--- src/logic/rct_defines.vh ---
// Constants for the repeat cycle timer
`ifndef RCT_DEFINES_VH
`define RCT_DEFINES_VH

// Timebase
`define RCT_CLK_HZ          20000000
`define RCT_TICK_MS         10
`define RCT_POWER_ON_MS     300
`define RCT_RESET_MS        30
`define RCT_BLINK_TICKS     13'h0032

// Resolution units per range, in 10 ms ticks
`define RCT_DIV_R0          13'h0001
`define RCT_DIV_R1          13'h000A
`define RCT_DIV_R2          13'h0064
`define RCT_DIV_R3          13'h1770

// Low display pair wrap points
`define RCT_LO_WRAP_DEC     7'h63
`define RCT_LO_WRAP_SEX     7'h3B
`define RCT_HUNDRED         9'h064
`define RCT_DISP_MAX        15'h4E1F

// Switch field positions
`define RCT_SW_ON_RNG_LO    0
`define RCT_SW_ON_RNG_HI    1
`define RCT_SW_OFF_RNG_LO   2
`define RCT_SW_OFF_RNG_HI   3
`define RCT_SW_ON_FIRST     4
`define RCT_SW_RETAIN       5
`define RCT_SW_COUNT_DOWN   6

// Register offsets
`define RCT_OFF_ON_SET      8'h00
`define RCT_OFF_OFF_SET     8'h04
`define RCT_OFF_STATUS      8'h08
`define RCT_OFF_ELAPSED     8'h0C

// Reset values
`define RCT_ON_SET_RST      15'h03E8
`define RCT_OFF_SET_RST     15'h03E8

// Run states
`define RCT_ST_IDLE         2'h0
`define RCT_ST_RUN          2'h1
`define RCT_ST_HOLD         2'h2
`define RCT_ST_WARM         2'h3

`endif

--- src/logic/rct_repeat_cycle_timer.v ---
// Repeat cycle timer with APB settings and status
`timescale 1ns/100ps
`include "rct_defines.vh"

// Functional notes
// - While start is powered the cycling output alternates ON and OFF periods without end.
// - ON and OFF periods have their own settings, each with its own one of four ranges.
// - A switch picks ON first or OFF first for each run, OFF first by default.
// - A switch picks restart or keep of elapsed state over a power interruption.
// - Ranges and options come from seven static switch inputs.
// - The display value has four and a half digits, at most 19999.
// - The annunciator blinks during the ON period and is steady during OFF.
// - The instantaneous output follows the start input regardless of phase.
// - Inhibit freezes timing without clearing elapsed time or phase.
// - Removing start resets the timer well within 30 ms.
// - After power returns the timer is operational within 300 ms.
// - Each period is timed from a freshly aligned timebase so repeats agree.
module rct_repeat_cycle_timer #(
    parameter integer TICK_CYC     = `RCT_CLK_HZ / 1000 * `RCT_TICK_MS,
    parameter integer POWER_ON_CYC = `RCT_CLK_HZ / 1000 * `RCT_POWER_ON_MS
) (
    input  wire        CLK,
    input  wire        RESET,
    input  wire        PSEL,
    input  wire        PENABLE,
    input  wire        PWRITE,
    input  wire [7:0]  PADDR,
    input  wire [31:0] PWDATA,
    output reg  [31:0] PRDATA,
    output wire        PREADY,
    output wire        PSLVERR,
    input  wire        POWER_OK,
    input  wire        START,
    input  wire        INHIBIT,
    input  wire [6:0]  SWITCH,
    output reg         CYCLE_OUT,
    output reg         INST_OUT,
    output reg         ANN_OUT,
    output reg         PHASE_ON,
    output reg  [14:0] DISPLAY
);

    localparam integer TICK_LAST_I  = TICK_CYC - 1;
    localparam integer POWER_LAST_I = POWER_ON_CYC - 1;
    localparam [22:0]  TICK_LAST    = TICK_LAST_I[22:0];
    localparam [22:0]  POWER_LAST   = POWER_LAST_I[22:0];

    reg  [14:0] on_set_reg;
    reg  [14:0] off_set_reg;
    reg  [1:0]  state_reg;
    reg  [1:0]  state_next;
    reg         phase_reg;
    reg  [22:0] pre_reg;
    reg  [22:0] warm_reg;
    reg  [12:0] unit_reg;
    reg  [6:0]  lo_reg;
    reg  [7:0]  hi_reg;
    reg  [22:0] free_reg;
    reg  [12:0] blink_cnt_reg;
    reg         blink_reg;

    wire        acc     = PSEL & PENABLE;
    wire        wr      = acc & PWRITE;
    wire        hit_on  = (PADDR == `RCT_OFF_ON_SET);
    wire        hit_off = (PADDR == `RCT_OFF_OFF_SET);
    wire        hit_st  = (PADDR == `RCT_OFF_STATUS);
    wire        hit_el  = (PADDR == `RCT_OFF_ELAPSED);
    wire        mapped  = hit_on | hit_off | hit_st | hit_el;
    wire [14:0] wdata   = (PWDATA[14:0] > `RCT_DISP_MAX) ? `RCT_DISP_MAX
                                                           : PWDATA[14:0];

    assign PREADY  = 1'b1;
    assign PSLVERR = acc & ~mapped;

    // Settings registers
    wire wr_on  = wr & hit_on;
    wire wr_off = wr & hit_off;

    always @(posedge CLK or posedge RESET) begin
        if (RESET) begin
            on_set_reg <= `RCT_ON_SET_RST;
        end else if (wr_on) begin
            on_set_reg <= wdata;
        end
    end

    always @(posedge CLK or posedge RESET) begin
        if (RESET) begin
            off_set_reg <= `RCT_OFF_SET_RST;
        end else if (wr_off) begin
            off_set_reg <= wdata;
        end
    end

    // Current phase range and setting
    wire [1:0] rng_on  = SWITCH[`RCT_SW_ON_RNG_HI:`RCT_SW_ON_RNG_LO];
    wire [1:0] rng_off = SWITCH[`RCT_SW_OFF_RNG_HI:`RCT_SW_OFF_RNG_LO];
    wire [1:0] rng     = phase_reg ? rng_on : rng_off;
    wire [14:0] set_cur = phase_reg ? on_set_reg : off_set_reg;
    reg  [12:0] div;

    always @* begin
        case (rng)
            2'd0:    div = `RCT_DIV_R0;
            2'd1:    div = `RCT_DIV_R1;
            2'd2:    div = `RCT_DIV_R2;
            default: div = `RCT_DIV_R3;
        endcase
    end

    // Minute and hour ranges wrap the low pair at 59
    wire [6:0]  lo_wrap = rng[1] ? `RCT_LO_WRAP_SEX : `RCT_LO_WRAP_DEC;
    wire        lo_top  = (lo_reg == lo_wrap);
    wire [6:0]  lo_inc  = lo_top ? 7'h00 : lo_reg + 7'h01;
    wire [7:0]  hi_inc  = lo_top ? hi_reg + 8'h01 : hi_reg;
    wire [16:0] val_inc = hi_inc * `RCT_HUNDRED + {10'h000, lo_inc};
    wire [16:0] val_cur = hi_reg * `RCT_HUNDRED + {10'h000, lo_reg};

    // Timing advances only while running and not inhibited
    wire run       = (state_reg == `RCT_ST_RUN) & START & ~INHIBIT;
    wire tick10    = run & (pre_reg == TICK_LAST);
    wire unit_tick = tick10 & (unit_reg == div - 13'h0001);
    wire done      = unit_tick & (val_inc >= {2'b00, set_cur});
    wire begin_run = (state_reg == `RCT_ST_IDLE) & START & POWER_OK;
    wire retain    = SWITCH[`RCT_SW_RETAIN];

    // Run state
    always @* begin
        state_next = state_reg;
        case (state_reg)
            `RCT_ST_IDLE: begin
                if (!POWER_OK) begin
                    state_next = `RCT_ST_HOLD;
                end else if (START) begin
                    state_next = `RCT_ST_RUN;
                end
            end
            `RCT_ST_RUN: begin
                if (!POWER_OK) begin
                    state_next = `RCT_ST_HOLD;
                end else if (!START) begin
                    state_next = `RCT_ST_IDLE;
                end
            end
            `RCT_ST_HOLD: begin
                if (POWER_OK) begin
                    state_next = `RCT_ST_WARM;
                end
            end
            `RCT_ST_WARM: begin
                if (!POWER_OK) begin
                    state_next = `RCT_ST_HOLD;
                end else if (warm_reg == POWER_LAST) begin
                    state_next = START ? `RCT_ST_RUN : `RCT_ST_IDLE;
                end
            end
            default: state_next = `RCT_ST_IDLE;
        endcase
    end

    // Restart after power return unless retentive
    wire warm_done = (state_reg == `RCT_ST_WARM) &
                     (state_next == `RCT_ST_RUN);
    wire restart   = begin_run | (warm_done & ~retain);
    wire clear     = ((state_reg == `RCT_ST_RUN) & POWER_OK & ~START) |
                     ((state_reg == `RCT_ST_HOLD) & ~retain);

    always @(posedge CLK or posedge RESET) begin
        if (RESET) begin
            state_reg <= `RCT_ST_WARM;
        end else begin
            state_reg <= state_next;
        end
    end

    // Warm-up counter after power return
    wire warm_stay = (state_reg == `RCT_ST_WARM) &
                     (state_next == `RCT_ST_WARM);

    always @(posedge CLK or posedge RESET) begin
        if (RESET) begin
            warm_reg <= 23'h00_0000;
        end else if (warm_stay) begin
            warm_reg <= warm_reg + 23'h00_0001;
        end else begin
            warm_reg <= 23'h00_0000;
        end
    end

    // Current phase
    wire start_phase = restart | clear;

    always @(posedge CLK or posedge RESET) begin
        if (RESET) begin
            phase_reg <= 1'b0;
        end else if (start_phase) begin
            phase_reg <= SWITCH[`RCT_SW_ON_FIRST];
        end else if (done) begin
            phase_reg <= ~phase_reg;
        end
    end

    // Prescaler, aligned at each period start
    always @(posedge CLK or posedge RESET) begin
        if (RESET) begin
            pre_reg <= 23'h00_0000;
        end else if (start_phase || done) begin
            pre_reg <= 23'h00_0000;
        end else if (run) begin
            pre_reg <= tick10 ? 23'h00_0000 : pre_reg + 23'h00_0001;
        end
    end

    // Resolution unit counter
    always @(posedge CLK or posedge RESET) begin
        if (RESET) begin
            unit_reg <= 13'h0000;
        end else if (start_phase || done || unit_tick) begin
            unit_reg <= 13'h0000;
        end else if (tick10) begin
            unit_reg <= unit_reg + 13'h0001;
        end
    end

    // Elapsed value pair
    always @(posedge CLK or posedge RESET) begin
        if (RESET) begin
            lo_reg <= 7'h00;
            hi_reg <= 8'h00;
        end else if (start_phase || done) begin
            lo_reg <= 7'h00;
            hi_reg <= 8'h00;
        end else if (unit_tick) begin
            lo_reg <= lo_inc;
            hi_reg <= hi_inc;
        end
    end

    // Free running blink timebase
    wire free_tick  = (free_reg == TICK_LAST);
    wire blink_wrap = (blink_cnt_reg == `RCT_BLINK_TICKS - 13'h0001);

    always @(posedge CLK or posedge RESET) begin
        if (RESET) begin
            free_reg <= 23'h00_0000;
        end else if (free_tick) begin
            free_reg <= 23'h00_0000;
        end else begin
            free_reg <= free_reg + 23'h00_0001;
        end
    end

    always @(posedge CLK or posedge RESET) begin
        if (RESET) begin
            blink_cnt_reg <= 13'h0000;
            blink_reg     <= 1'b0;
        end else if (free_tick) begin
            if (blink_wrap) begin
                blink_cnt_reg <= 13'h0000;
                blink_reg     <= ~blink_reg;
            end else begin
                blink_cnt_reg <= blink_cnt_reg + 13'h0001;
            end
        end
    end

    // Display value, elapsed or remaining
    wire [16:0] remain = ({2'b00, set_cur} > val_cur) ?
                         {2'b00, set_cur} - val_cur : 17'h0_0000;
    wire [16:0] shown  = SWITCH[`RCT_SW_COUNT_DOWN] ? remain : val_cur;
    wire        active = (state_reg == `RCT_ST_RUN) & START;

    // Cycling relay drive
    always @(posedge CLK or posedge RESET) begin
        if (RESET) begin
            CYCLE_OUT <= 1'b0;
        end else begin
            CYCLE_OUT <= active & phase_reg;
        end
    end

    // Instantaneous relay drive
    wire inst_next = START & POWER_OK &
                     (state_reg != `RCT_ST_WARM) &
                     (state_reg != `RCT_ST_HOLD);

    always @(posedge CLK or posedge RESET) begin
        if (RESET) begin
            INST_OUT <= 1'b0;
        end else begin
            INST_OUT <= inst_next;
        end
    end

    // Annunciator
    always @(posedge CLK or posedge RESET) begin
        if (RESET) begin
            ANN_OUT <= 1'b0;
        end else begin
            ANN_OUT <= active & (phase_reg ? blink_reg : 1'b1);
        end
    end

    // Phase indicator
    always @(posedge CLK or posedge RESET) begin
        if (RESET) begin
            PHASE_ON <= 1'b0;
        end else begin
            PHASE_ON <= phase_reg;
        end
    end

    // Display clamp
    wire [14:0] disp_next = (shown > {2'b00, `RCT_DISP_MAX}) ?
                            `RCT_DISP_MAX : shown[14:0];

    always @(posedge CLK or posedge RESET) begin
        if (RESET) begin
            DISPLAY <= 15'h0000;
        end else begin
            DISPLAY <= disp_next;
        end
    end

    // Read word selected by address
    reg  [31:0] rd_word;

    always @* begin
        rd_word = 32'h0000_0000;
        case (PADDR)
            `RCT_OFF_ON_SET:  rd_word = {17'h0_0000, on_set_reg};
            `RCT_OFF_OFF_SET: rd_word = {17'h0_0000, off_set_reg};
            `RCT_OFF_STATUS:  rd_word = {21'h00_0000, SWITCH,
                                         state_reg, run, phase_reg};
            `RCT_OFF_ELAPSED: rd_word = {15'h0000, val_cur};
            default:          rd_word = 32'h0000_0000;
        endcase
    end

    // Read data captured in the setup cycle
    wire rd_setup = PSEL & ~PENABLE & ~PWRITE;

    always @(posedge CLK or posedge RESET) begin
        if (RESET) begin
            PRDATA <= 32'h0000_0000;
        end else if (rd_setup) begin
            PRDATA <= rd_word;
        end
    end

endmodule // rct_repeat_cycle_timer

--- config.mk ---
export PLATFORM = sky130hd
export DESIGN_NAME = rct_repeat_cycle_timer
export DESIGN_NICKNAME = d
export VERILOG_FILES = /design/src/logic/rct_repeat_cycle_timer.v
export VERILOG_INCLUDE_DIRS = /design/src /design/src/logic
export SDC_FILE = /design/constraint.sdc
export NUM_CORES = 1
export LEC_CHECK = 0
export BUFFER_PORTS_ARGS = -buffer_cell sky130_fd_sc_hd__buf_2
export CAP_MARGIN = 25
export CELL_PAD_IN_SITES_DETAIL_PLACEMENT = 1
export CELL_PAD_IN_SITES_GLOBAL_PLACEMENT = 2
export CORE_AREA = 5 5 183 185
export CTS_BUF_LIST = sky130_fd_sc_hd__clkbuf_4 sky130_fd_sc_hd__clkbuf_8
export CTS_CLUSTER_DIAMETER = 200
export DETAILED_ROUTE_END_ITERATION = 10
export DIE_AREA = 0 0 188 190
export PLACE_DENSITY_LB_ADDON = 0.1
export SYNTH_ARGS = -nofsm -noshare
export SYNTH_HDL_FRONTEND = slang
export SYNTH_SLANG_ARGS = --single-unit
--- constraint.sdc ---
create_clock -name CLK -period 8.8 [get_ports CLK]
set_input_delay 0.88 -clock CLK [delete_from_list [all_inputs] [get_ports CLK]]
set_output_delay 0.88 -clock CLK [all_outputs]
set_load 0.05 [all_outputs]
# Word-level counts from Yosys, hierarchy flattened
# Cells that the tools add are included.
# op_classes
addsub	11
multipliers	2
order_cmp	4
eq_ne	18
muxes	35
n_bitwise	39
reduce_logical	10
# op_table
op	n
23-bit 2-to-1 mux	5
23-bit by 1-bit adder with 23-bit output, second input constant	3
16-bit case mux with 4 select lines	1
23-bit by 18-bit == test with 1-bit output, second input constant	2
15-bit 2-to-1 mux	3
13-bit 2-to-1 mux	3
13-bit case mux with 3 select lines	1
17-bit 2-to-1 mux	2
15-bit by 7-bit adder with 16-bit output	2
7-bit 2-to-1 mux	4
13-bit by 1-bit adder with 13-bit output, second input constant	2
8-bit by 5-bit multiplier with 13-bit output, second input constant	2
1-bit AND	25
8-bit 2-to-1 mux	3
23-bit == test, second input constant	1
17-bit by 15-bit greater-than comparator with 1-bit output, second input constant	1
15-bit by 16-bit subtractor with 17-bit output	1
8-bit by 4-bit == test with 1-bit output, second input constant	2
16-bit by 15-bit >= comparator with 1-bit output	1
15-bit by 16-bit greater-than comparator with 1-bit output	1
2-bit 2-to-1 mux	8
15-bit greater-than comparator, second input constant	1
13-bit == test	1
13-bit by 6-bit == test with 1-bit output, second input constant	1
17 further kinds	43
# totals
ff_bits	195
elab_cells	137

# Longest topological paths before layout
# Gate-level depths: netlist (run 1).
# logic_depth
ltp_word	12
ltp_mapped	31
mapped_depth_nobuf	28

# Least setup slack after synthesis (run 1)
# No wires, ideal clock.
# synth_timing
kind	input to register
from	in SWITCH[1]
to	reg hi_reg[0]
arrival_time_ps	6441
setup_slack_ps	2277
cell_stages	26
path_buffers	2
path_cell_list	mux2i_1 a31oi_1 nor3_1 clkbuf_1 mux2_2 ha_1 ha_1 inv_1 fa_1 inv_1 ha_1 nor2b_1 o21ai_0 a21oi_1 nand2b_1 nor3_1 nor4b_1 xor2_1 ha_1 a21o_1 a21oi_1 nand4_1 inv_1 clkbuf_1 a21oi_1 a31oi_1
# synth_via
elab_chain_len	10
word_cells_on_any_way	20
cone_classes	add/sub (2); mul (1); order compare (1); eq/ne (4); mux (7); bitwise (2); reduce/logical (3)
# synth_rtl
item	line_no	source
start, declared	rct_repeat_cycle_timer.v:35	input wire [6:0] SWITCH,
2-bit 2-to-1 mux *	rct_repeat_cycle_timer.v:98	wire [1:0] rng = phase_reg ? rng_on : rng_off;
7-bit 2-to-1 mux (no source line)	--	
7-bit == test	rct_repeat_cycle_timer.v:113	wire lo_top = (lo_reg == lo_wrap);
8-bit 2-to-1 mux	rct_repeat_cycle_timer.v:115	wire [7:0] hi_inc = lo_top ? hi_reg + 8'h01 : hi_reg;
8-bit by 5-bit multiplier with 13-bit output (no source line)	--	
15-bit by 7-bit adder with 16-bit output	rct_repeat_cycle_timer.v:116	wire [16:0] val_inc = hi_inc * `RCT_HUNDRED + {10'h000, lo_inc};
16-bit by 15-bit >= comparator with 1-bit output	rct_repeat_cycle_timer.v:123	wire done = unit_tick & (val_inc >= {2'b00, set_cur});
1-bit AND	rct_repeat_cycle_timer.v:123	
1-bit logical OR	rct_repeat_cycle_timer.v:230	end else if (start_phase || done) begin
8-bit 2-to-1 mux / 2-bit nonzero test (equally long branches)	--	
end signal, assigned	rct_repeat_cycle_timer.v:235	hi_reg <= hi_inc;
end, declared	rct_repeat_cycle_timer.v:57	reg [7:0] hi_reg;
# Every way passes the cells marked *; elsewhere a longest branch is shown, timed or not. The select of a mux whose other input is x is not followed.
# A chain may end at the register's enable or synchronous reset.

# Final worst setup path (run 1)
# layout_timing
from	in SWITCH[3]
to	reg hi_reg[0]
# Same word-level chain as after synthesis.

==> flow_summary_export.csv, run 1 <==
group,metric,value,unit
run_status,status,"completed",
power_and_ir_drop,leakage,6.54,nW
placement,placed_cells,1775,
final_layout,drive_above_1_share,11.6,%
route,vias,9777,
timing,fin_crit,6.93,ns
final_layout,nNetsFinal,1553,
timing,fmax,144,MHz
clocking,cts_hold_buf,0,
final_layout,syn2layout_area_growth,9.82,%
synth,synth_edf_count,0,
worst_setup_path,arrival,7.33,ns
final_layout,n_antenna_cell,0,
die,die_area,35700,um2
worst_setup_path,critical_path.startpoint_type,"input port",
route,drc_errors,0,
die,start_util,38.0,%
clocking,cts_resized,0,
worst_setup_path,crit_path_top_delay_cell,"fa_1",
timing,worst_slew_pin_slew,0.998,ns
global_routing,grt_antenna_before_repair,0,
worst_setup_path,critPathRequiredTime,9.20,ns
worst_setup_path,crit_type,"in2reg",
global_routing,grt_usage,19.2,%
clocking,cts_htree_levels,4,
route,drtIter0Drc,501,
route,dr.pass1.iters,5,
timing,hold_viol,0,
route,drt_wl_total,33600,um
timing,tns,0,ns
worst_setup_path,rrSetupSlack,1.90,ns
power_and_ir_drop,vdd_drop_max,0.0951,mV
clocking,cts_setup_buffers,0,
clocking,clk_pin_slew_worst_paths,0.10,ns
timing,clock_skew,0.0243,ns
global_routing,overflow,0,
timing,maxSlewHeadroom,33.5,%
worst_setup_path,crit_path_max_fanout,11,
worst_setup_path,crit_path_end_kind,"flop",
synth,ys_ff_latch,179,
die,chipHeight,190,um
route,ant_nets,0,
route,avgViaCountPerCell,5.41,
die,die_w,188,um
die,ios,108,
placement,numPortBuffers,73,
synth,ys_types,81,
synth,synthCells,1321,
global_routing,grt_max_degree,67,
synth,ys_warn_count,0,
global_routing,grt_pass1_wl,55400,um
synth,ys.flop_type,"dfrtp_1",
synth,syn_area_per_cell,9.18,um2
placement,gp_routability_congestion,0.843,
die,row_count,66,
placement,hpwl,26300,um
synth,ys_seq_area_share,37.1,%
clocking,cts_buffers,17,
synth,syn-cell-area,12100,um2
timing,setup_viol,0,
die,coreArea,31900,um2
worst_setup_path,critPathLaunch,"SWITCH[3]",
clocking,cts_tree,"built",
power_and_ir_drop,pwr_density_cell,124,nW/um2
timing,drv_slew,0,
final_layout,regArea,4500,um2
route,wire_per_inst,18.6,um
power_and_ir_drop,total_power,1.65,mW
final_layout,fill_cells,3747,
final_layout,multiInputGateArea,7140,um2
final_layout,fin_cells,1808,
clocking,clockRootBuffer,"clkbuf_8",
worst_setup_path,slowest_delay,0.51,ns
worst_setup_path,r2r-end,"hi_reg[0]",
min_path,hp-class,"in2async",
clocking,worstSkewPairLatency,0.50,ns
clocking,max-clock-path-buffers,2,
clocking,cts.sinks,179,
timing,fin_crit_sh,78.8,%
flow_run,drv_cap,0,
synth,ys_async_sr_fraction,100,%
worst_setup_path,worstSetupEndpoint,"hi_reg[0]",
timing,grt_setup_unrepaired,"false",
timing,holdWs,0.456,ns
worst_setup_path,reg2regPathDepth,27,
worst_setup_path,crit_top_cell,"ha_1",
worst_setup_path,r2r-start,"phase_reg",
global_routing,grt_pass1_vias,10148,
## worst min-delay path by stage
stage	start	to	slack (ns)
4_1_cts	RESET	PRDATA[8]	0.45
3_3_place_gp	free_reg[4]	free_reg[4]	0.46
3_5_place_dp	blink_cnt_reg[12]	blink_cnt_reg[12]	0.46
2_1_floorplan	phase_reg	PHASE_ON	0.38
5_1_grt	RESET	warm_reg[10]	0.48
6_report	RESET	PRDATA[8]	0.46
## cells by family (layout without fill, tap and decap cells)
group           count (synthesis)  count (layout)  synth area share [%]
buf+inv                       127             191                  4.49
mux                            38              38                  3.43
flops                         179             179                  37.1
compound gates                252             252                  13.8
xor+xnor                      132             132                  9.60
simple gates                  479             479                  19.4
other cells                     2              17                0.0620
fa+ha+maj                     112             112                  12.1
## worst max-delay path: cells and delay by family
family / cells / cell delay, ns
buffers and inverters: 5 / 0.77
multiplexers: 1 / 0.07
XOR/XNOR: 2 / 0.45
AND/OR/NAND/NOR: 6 / 1.95
adder cells (fa/ha/maj): 5 / 1.66
AO/OA/AOI/OAI: 9 / 1.52
## cells in the final DEF (no fill, tap or decap), types with 14 or more instances in the layout
cell type,netlist,final
a22o_1,17,17
nand3_1,39,39
xor2_1,71,71
or3_1,17,17
ha_1,102,102
clkbuf_8,0,18
nor3_1,24,24
a21oi_1,43,43
xnor2_1,60,60
dfrtp_1,165,165
mux2i_1,28,28
nand4_1,31,31
inv_1,76,75
o21ai_0,77,77
a21o_1,17,17
nand2_1,130,130
dfstp_2,14,14
buf_2,3,73
nand2b_1,15,15
conb_1,2,17
nor2_1,127,127
and3_1,23,23
## synth_stat cells (9+ instances only)
cell type | count | area share [%]
mux2i_1 | 28 | 2.3
a22o_1 | 17 | 1.2
inv_1 | 76 | 2.4
buf_4 | 17 | 1.1
clkbuf_1 | 28 | 0.87
xnor2_1 | 60 | 4.3
nand2b_1 | 15 | 0.77
nor2b_1 | 10 | 0.52
nor3_1 | 24 | 0.99
nand2_1 | 130 | 4.0
nand3_1 | 39 | 1.6
ha_1 | 102 | 11
nor2_1 | 127 | 3.9
nor4_1 | 13 | 0.67
xor2_1 | 71 | 5.1
o21ai_0 | 77 | 3.2
or2_2 | 9 | 0.46
o21a_1 | 10 | 0.62
dfrtp_1 | 165 | 34
a21oi_1 | 43 | 1.8
or3_1 | 17 | 0.88
and3_1 | 23 | 1.2
nand4_1 | 31 | 1.6
fa_1 | 9 | 1.5
and2_1 | 13 | 0.67
a21o_1 | 17 | 1.1
dfstp_2 | 14 | 3.0
a211oi_1 | 10 | 0.62
o22ai_1 | 13 | 0.67
## where the power goes
group	leakage (nW)	switching [mW]	total [mW]	internal [mW]
Combinational	3.91	0.148	0.204	0.0562
Sequential	2.42	0.00571	0.840	0.834
Clock	0.202	0.341	0.610	0.268
Total	6.54	0.495	1.65	1.16
## stage by stage
stage | util [%] | area, um2 | worst slack [ns]
4_1_cts | 41.7 | 13300 | 1.75
2_1_floorplan | - | 12200 | 2.28
5_1_grt | 41.8 | 13300 | 1.12
3_5_place_dp | 40.4 | 12900 | 1.23
3_3_place_gp | 40.3 | 12900 | 1.36
6_report | 41.8 | 13300 | 1.87
## layout make-up
class                           count  share of cell area [%]
Clock buffer                       18                    1.86
Tap cell                          408                    3.83
Inverter                           76                    2.18
Multi-Input combinational cell   1030                    53.6
Timing Repair Buffer               83                    3.42
Sequential cell                   179                    33.8
Clock inverter                     14                    1.31
## metal layers
layer  track usage [%]  wire (um)
met3              3.10        885
met4              4.32        346
met5                 0          0
met1              26.4      16200
met2              32.0      16200
(Power assumes the default switching activity.)
==> run 2, diff against run 1 <==
Clock period 8.8 ns to 6.7 ns, I/O delays scaled along.
==> flow_summary_export.csv, run 2 (synthesis results as in run 1) <==
group,metric,value,unit
run_status,status,"completed",
final_layout,final_util,42.3,%
worst_setup_path,crit_chain,"ha_1 > ha_1 > inv_1 > fa_1 > inv_1 > ha_1 > or2_2 > o22ai_1 > xor2_1 > xor2_1 > ha_1 > and3_1 > and2_1 > a32oi_1 > o311ai_0 > o211ai_1 > o21ba_2 > maj3_2 > mux2i_1 > o21ai_1 > a32oi_2 > buf_4 > o221ai_1",
worst_setup_path,crit_type,"reg2reg",
timing,grt_setup_unrepaired,"false",
global_routing,overflow,0,
clocking,cts_setup_buffers,0,
route,drc_errors,0,
power_and_ir_drop,p_clk_share,36.4,%
timing,fin_crit,6.12,ns
route,avgViaCountPerCell,5.31,
die,ios,108,
worst_setup_path,crit_path_max_fanout,9,
timing,clock_skew,0.0224,ns
final_layout,fill_cells,3767,
worst_setup_path,rrSetupSlack,0.58,ns
final_layout,drive_above_1_share,13.2,%
worst_setup_path,critPathRequiredTime,7.02,ns
timing,tns,0,ns
die,die_w,188,um
flow_run,drv_cap,0,
clocking,cts_tree,"built",
global_routing,grt_pass1_wl,55400,um
clocking,cts_resized,0,
clocking,cts.sinks,179,
worst_setup_path,arrival,6.45,ns
final_layout,regArea,4500,um2
power_and_ir_drop,leakage,6.65,nW
global_routing,grt_antenna_before_repair,0,
worst_setup_path,r2r-end,"DISPLAY[4]",
worst_setup_path,crit_top_cell,"ha_1",
timing,worst_slew_pin_slew,1.05,ns
die,chipHeight,190,um
worst_setup_path,reg2regPathDepth,23,
min_path,hp-class,"in2async",
power_and_ir_drop,vdd_drop_max,0.115,mV
final_layout,syn2layout_area_growth,11.3,%
route,drtIter0Drc,405,
timing,hold_viol,0,
die,start_util,38.0,%
power_and_ir_drop,seq_power_share,51.0,%
global_routing,grt_usage,19.2,%
power_and_ir_drop,pwr_density_cell,160,nW/um2
clocking,clk_pin_slew_worst_paths,0.10,ns
clocking,cts_buffers,17,
route,dr.pass1.iters,4,
placement,numPortBuffers,73,
timing,fmax,163,MHz
final_layout,final_common_cell,"dfrtp_1",
worst_setup_path,slowest_delay,0.50,ns
clocking,max-clock-path-buffers,2,
timing,drv_slew,0,
power_and_ir_drop,p_sw_share,29.5,%
clocking,clockRootBuffer,"clkbuf_8",
global_routing,grt_max_degree,77,
timing,maxSlewHeadroom,30.3,%
final_layout,n_antenna_cell,0,
clocking,worstSkewPairLatency,0.51,ns
power_and_ir_drop,intPower,1.52,mW
timing,setup_viol,0,
die,coreArea,31900,um2
worst_setup_path,crit_path_top_delay_cell,"fa_1",
route,drt_wl_total,33500,um
die,die_area,35700,um2
worst_setup_path,crit_path_end_kind,"flop",
global_routing,grt_pass1_vias,10175,
clocking,cts_hold_buf,0,
power_and_ir_drop,p_sw,0.637,mW
worst_setup_path,r2r-start,"hi_reg[3]",
final_layout,nNetsFinal,1575,
final_layout,multiInputGateArea,7150,um2
route,ant_nets,0,
clocking,cts_htree_levels,4,
placement,gp_routability_congestion,0.841,
placement,hpwl,26300,um
route,vias,9723,
final_layout,layout_common_cells,"dfrtp_1 (165), nand2_1 (128), nor2_1 (127)",
worst_setup_path,critical_path.startpoint_type,"flop",
timing,fin_crit_sh,91.4,%
power_and_ir_drop,comb_power_share,12.6,%
die,row_count,66,
route,wire_per_inst,18.3,um
==> run 2: cell count changes in the layout (fill, tap and decap cells not counted), moves of 2 or more <==
cell and delta:
o21ai_1 +2, nand2_2 +2, nand2_1 -2, o21ai_0 -2, buf_4 +22, inv_8 -2
==> run 2: worst max-delay path: cells and delay by family (launching register included) <==
family                     cells  cell delay (ns)
adders and majority gates      6             1.91
buffers and inverters          3             0.28
DFF                            1             0.49
and+or+nand+nor                3             0.71
xor gates and xnor gates       2             0.69
muxes                          1             0.28
AOI/OAI and AO/OA              8             1.57
==> run 2: how the worst max path moves through the flow <==
| stage | from | slack [ns] | cells after the start | end |
|---|---|---|---|---|
| 2_1_floorplan | phase_reg | 0.24 | 27 | hi_reg[0] |
| 3_3_place_gp | SWITCH[1] | 0.11 | 30 | pre_reg[14] |
| 3_5_place_dp | SWITCH[3] | 0.004 | 30 | pre_reg[14] |
| 4_1_cts | phase_reg | 0.28 | 29 | pre_reg[14] |
| 5_1_grt | phase_reg | 0.06 | 29 | pre_reg[14] |
| 6_report | hi_reg[3] | 0.58 | 23 | DISPLAY[4] |
==> run 2: power groups by stage <==
stage               clock network, mW  logic [mW]  registers (mW)
floorplan                           0       0.162            1.16
global placement                    0       0.269            1.12
detailed placement                  0       0.272            1.12
CTS                             0.818       0.273            1.10
global route                    0.862       0.298            1.10
finish                          0.786       0.273            1.10
==> run 2: metal layers <==
layer	vias to the layer above	part of all wire, %	GRT usage [%]
li1	4813	-	-
met3	17	3.0	3.67
met2	99	48	31.9
met4	0	0.93	3.95
met1	4794	48	26.2
met5	-	0	0
==> run 2: stage by stage <==
stage          setup WS (ns)  instances  hold WS [ns]  cell area [um2]  power, mW
2_1_floorplan          0.241       1336         0.380            12200       1.32
3_5_place_dp         0.00387       1797         0.470            13000       1.40
3_3_place_gp           0.111       1796         0.463            13000       1.39
4_1_cts                0.277       1829         0.131            13500       2.19
5_1_grt               0.0592       1830         0.142            13500       2.26
6_report               0.577       1830         0.146            13500       2.16
==> run 2: area by class of cell <==
cell class / instances / area share [%]
inverter: 76 / 2.15
sequential: 179 / 33.3
clock buffer: 19 / 1.89
tap: 408 / 3.78
multi-input combinational: 1030 / 53.0
timing repair buffer: 105 / 4.69
clock inverter: 13 / 1.16
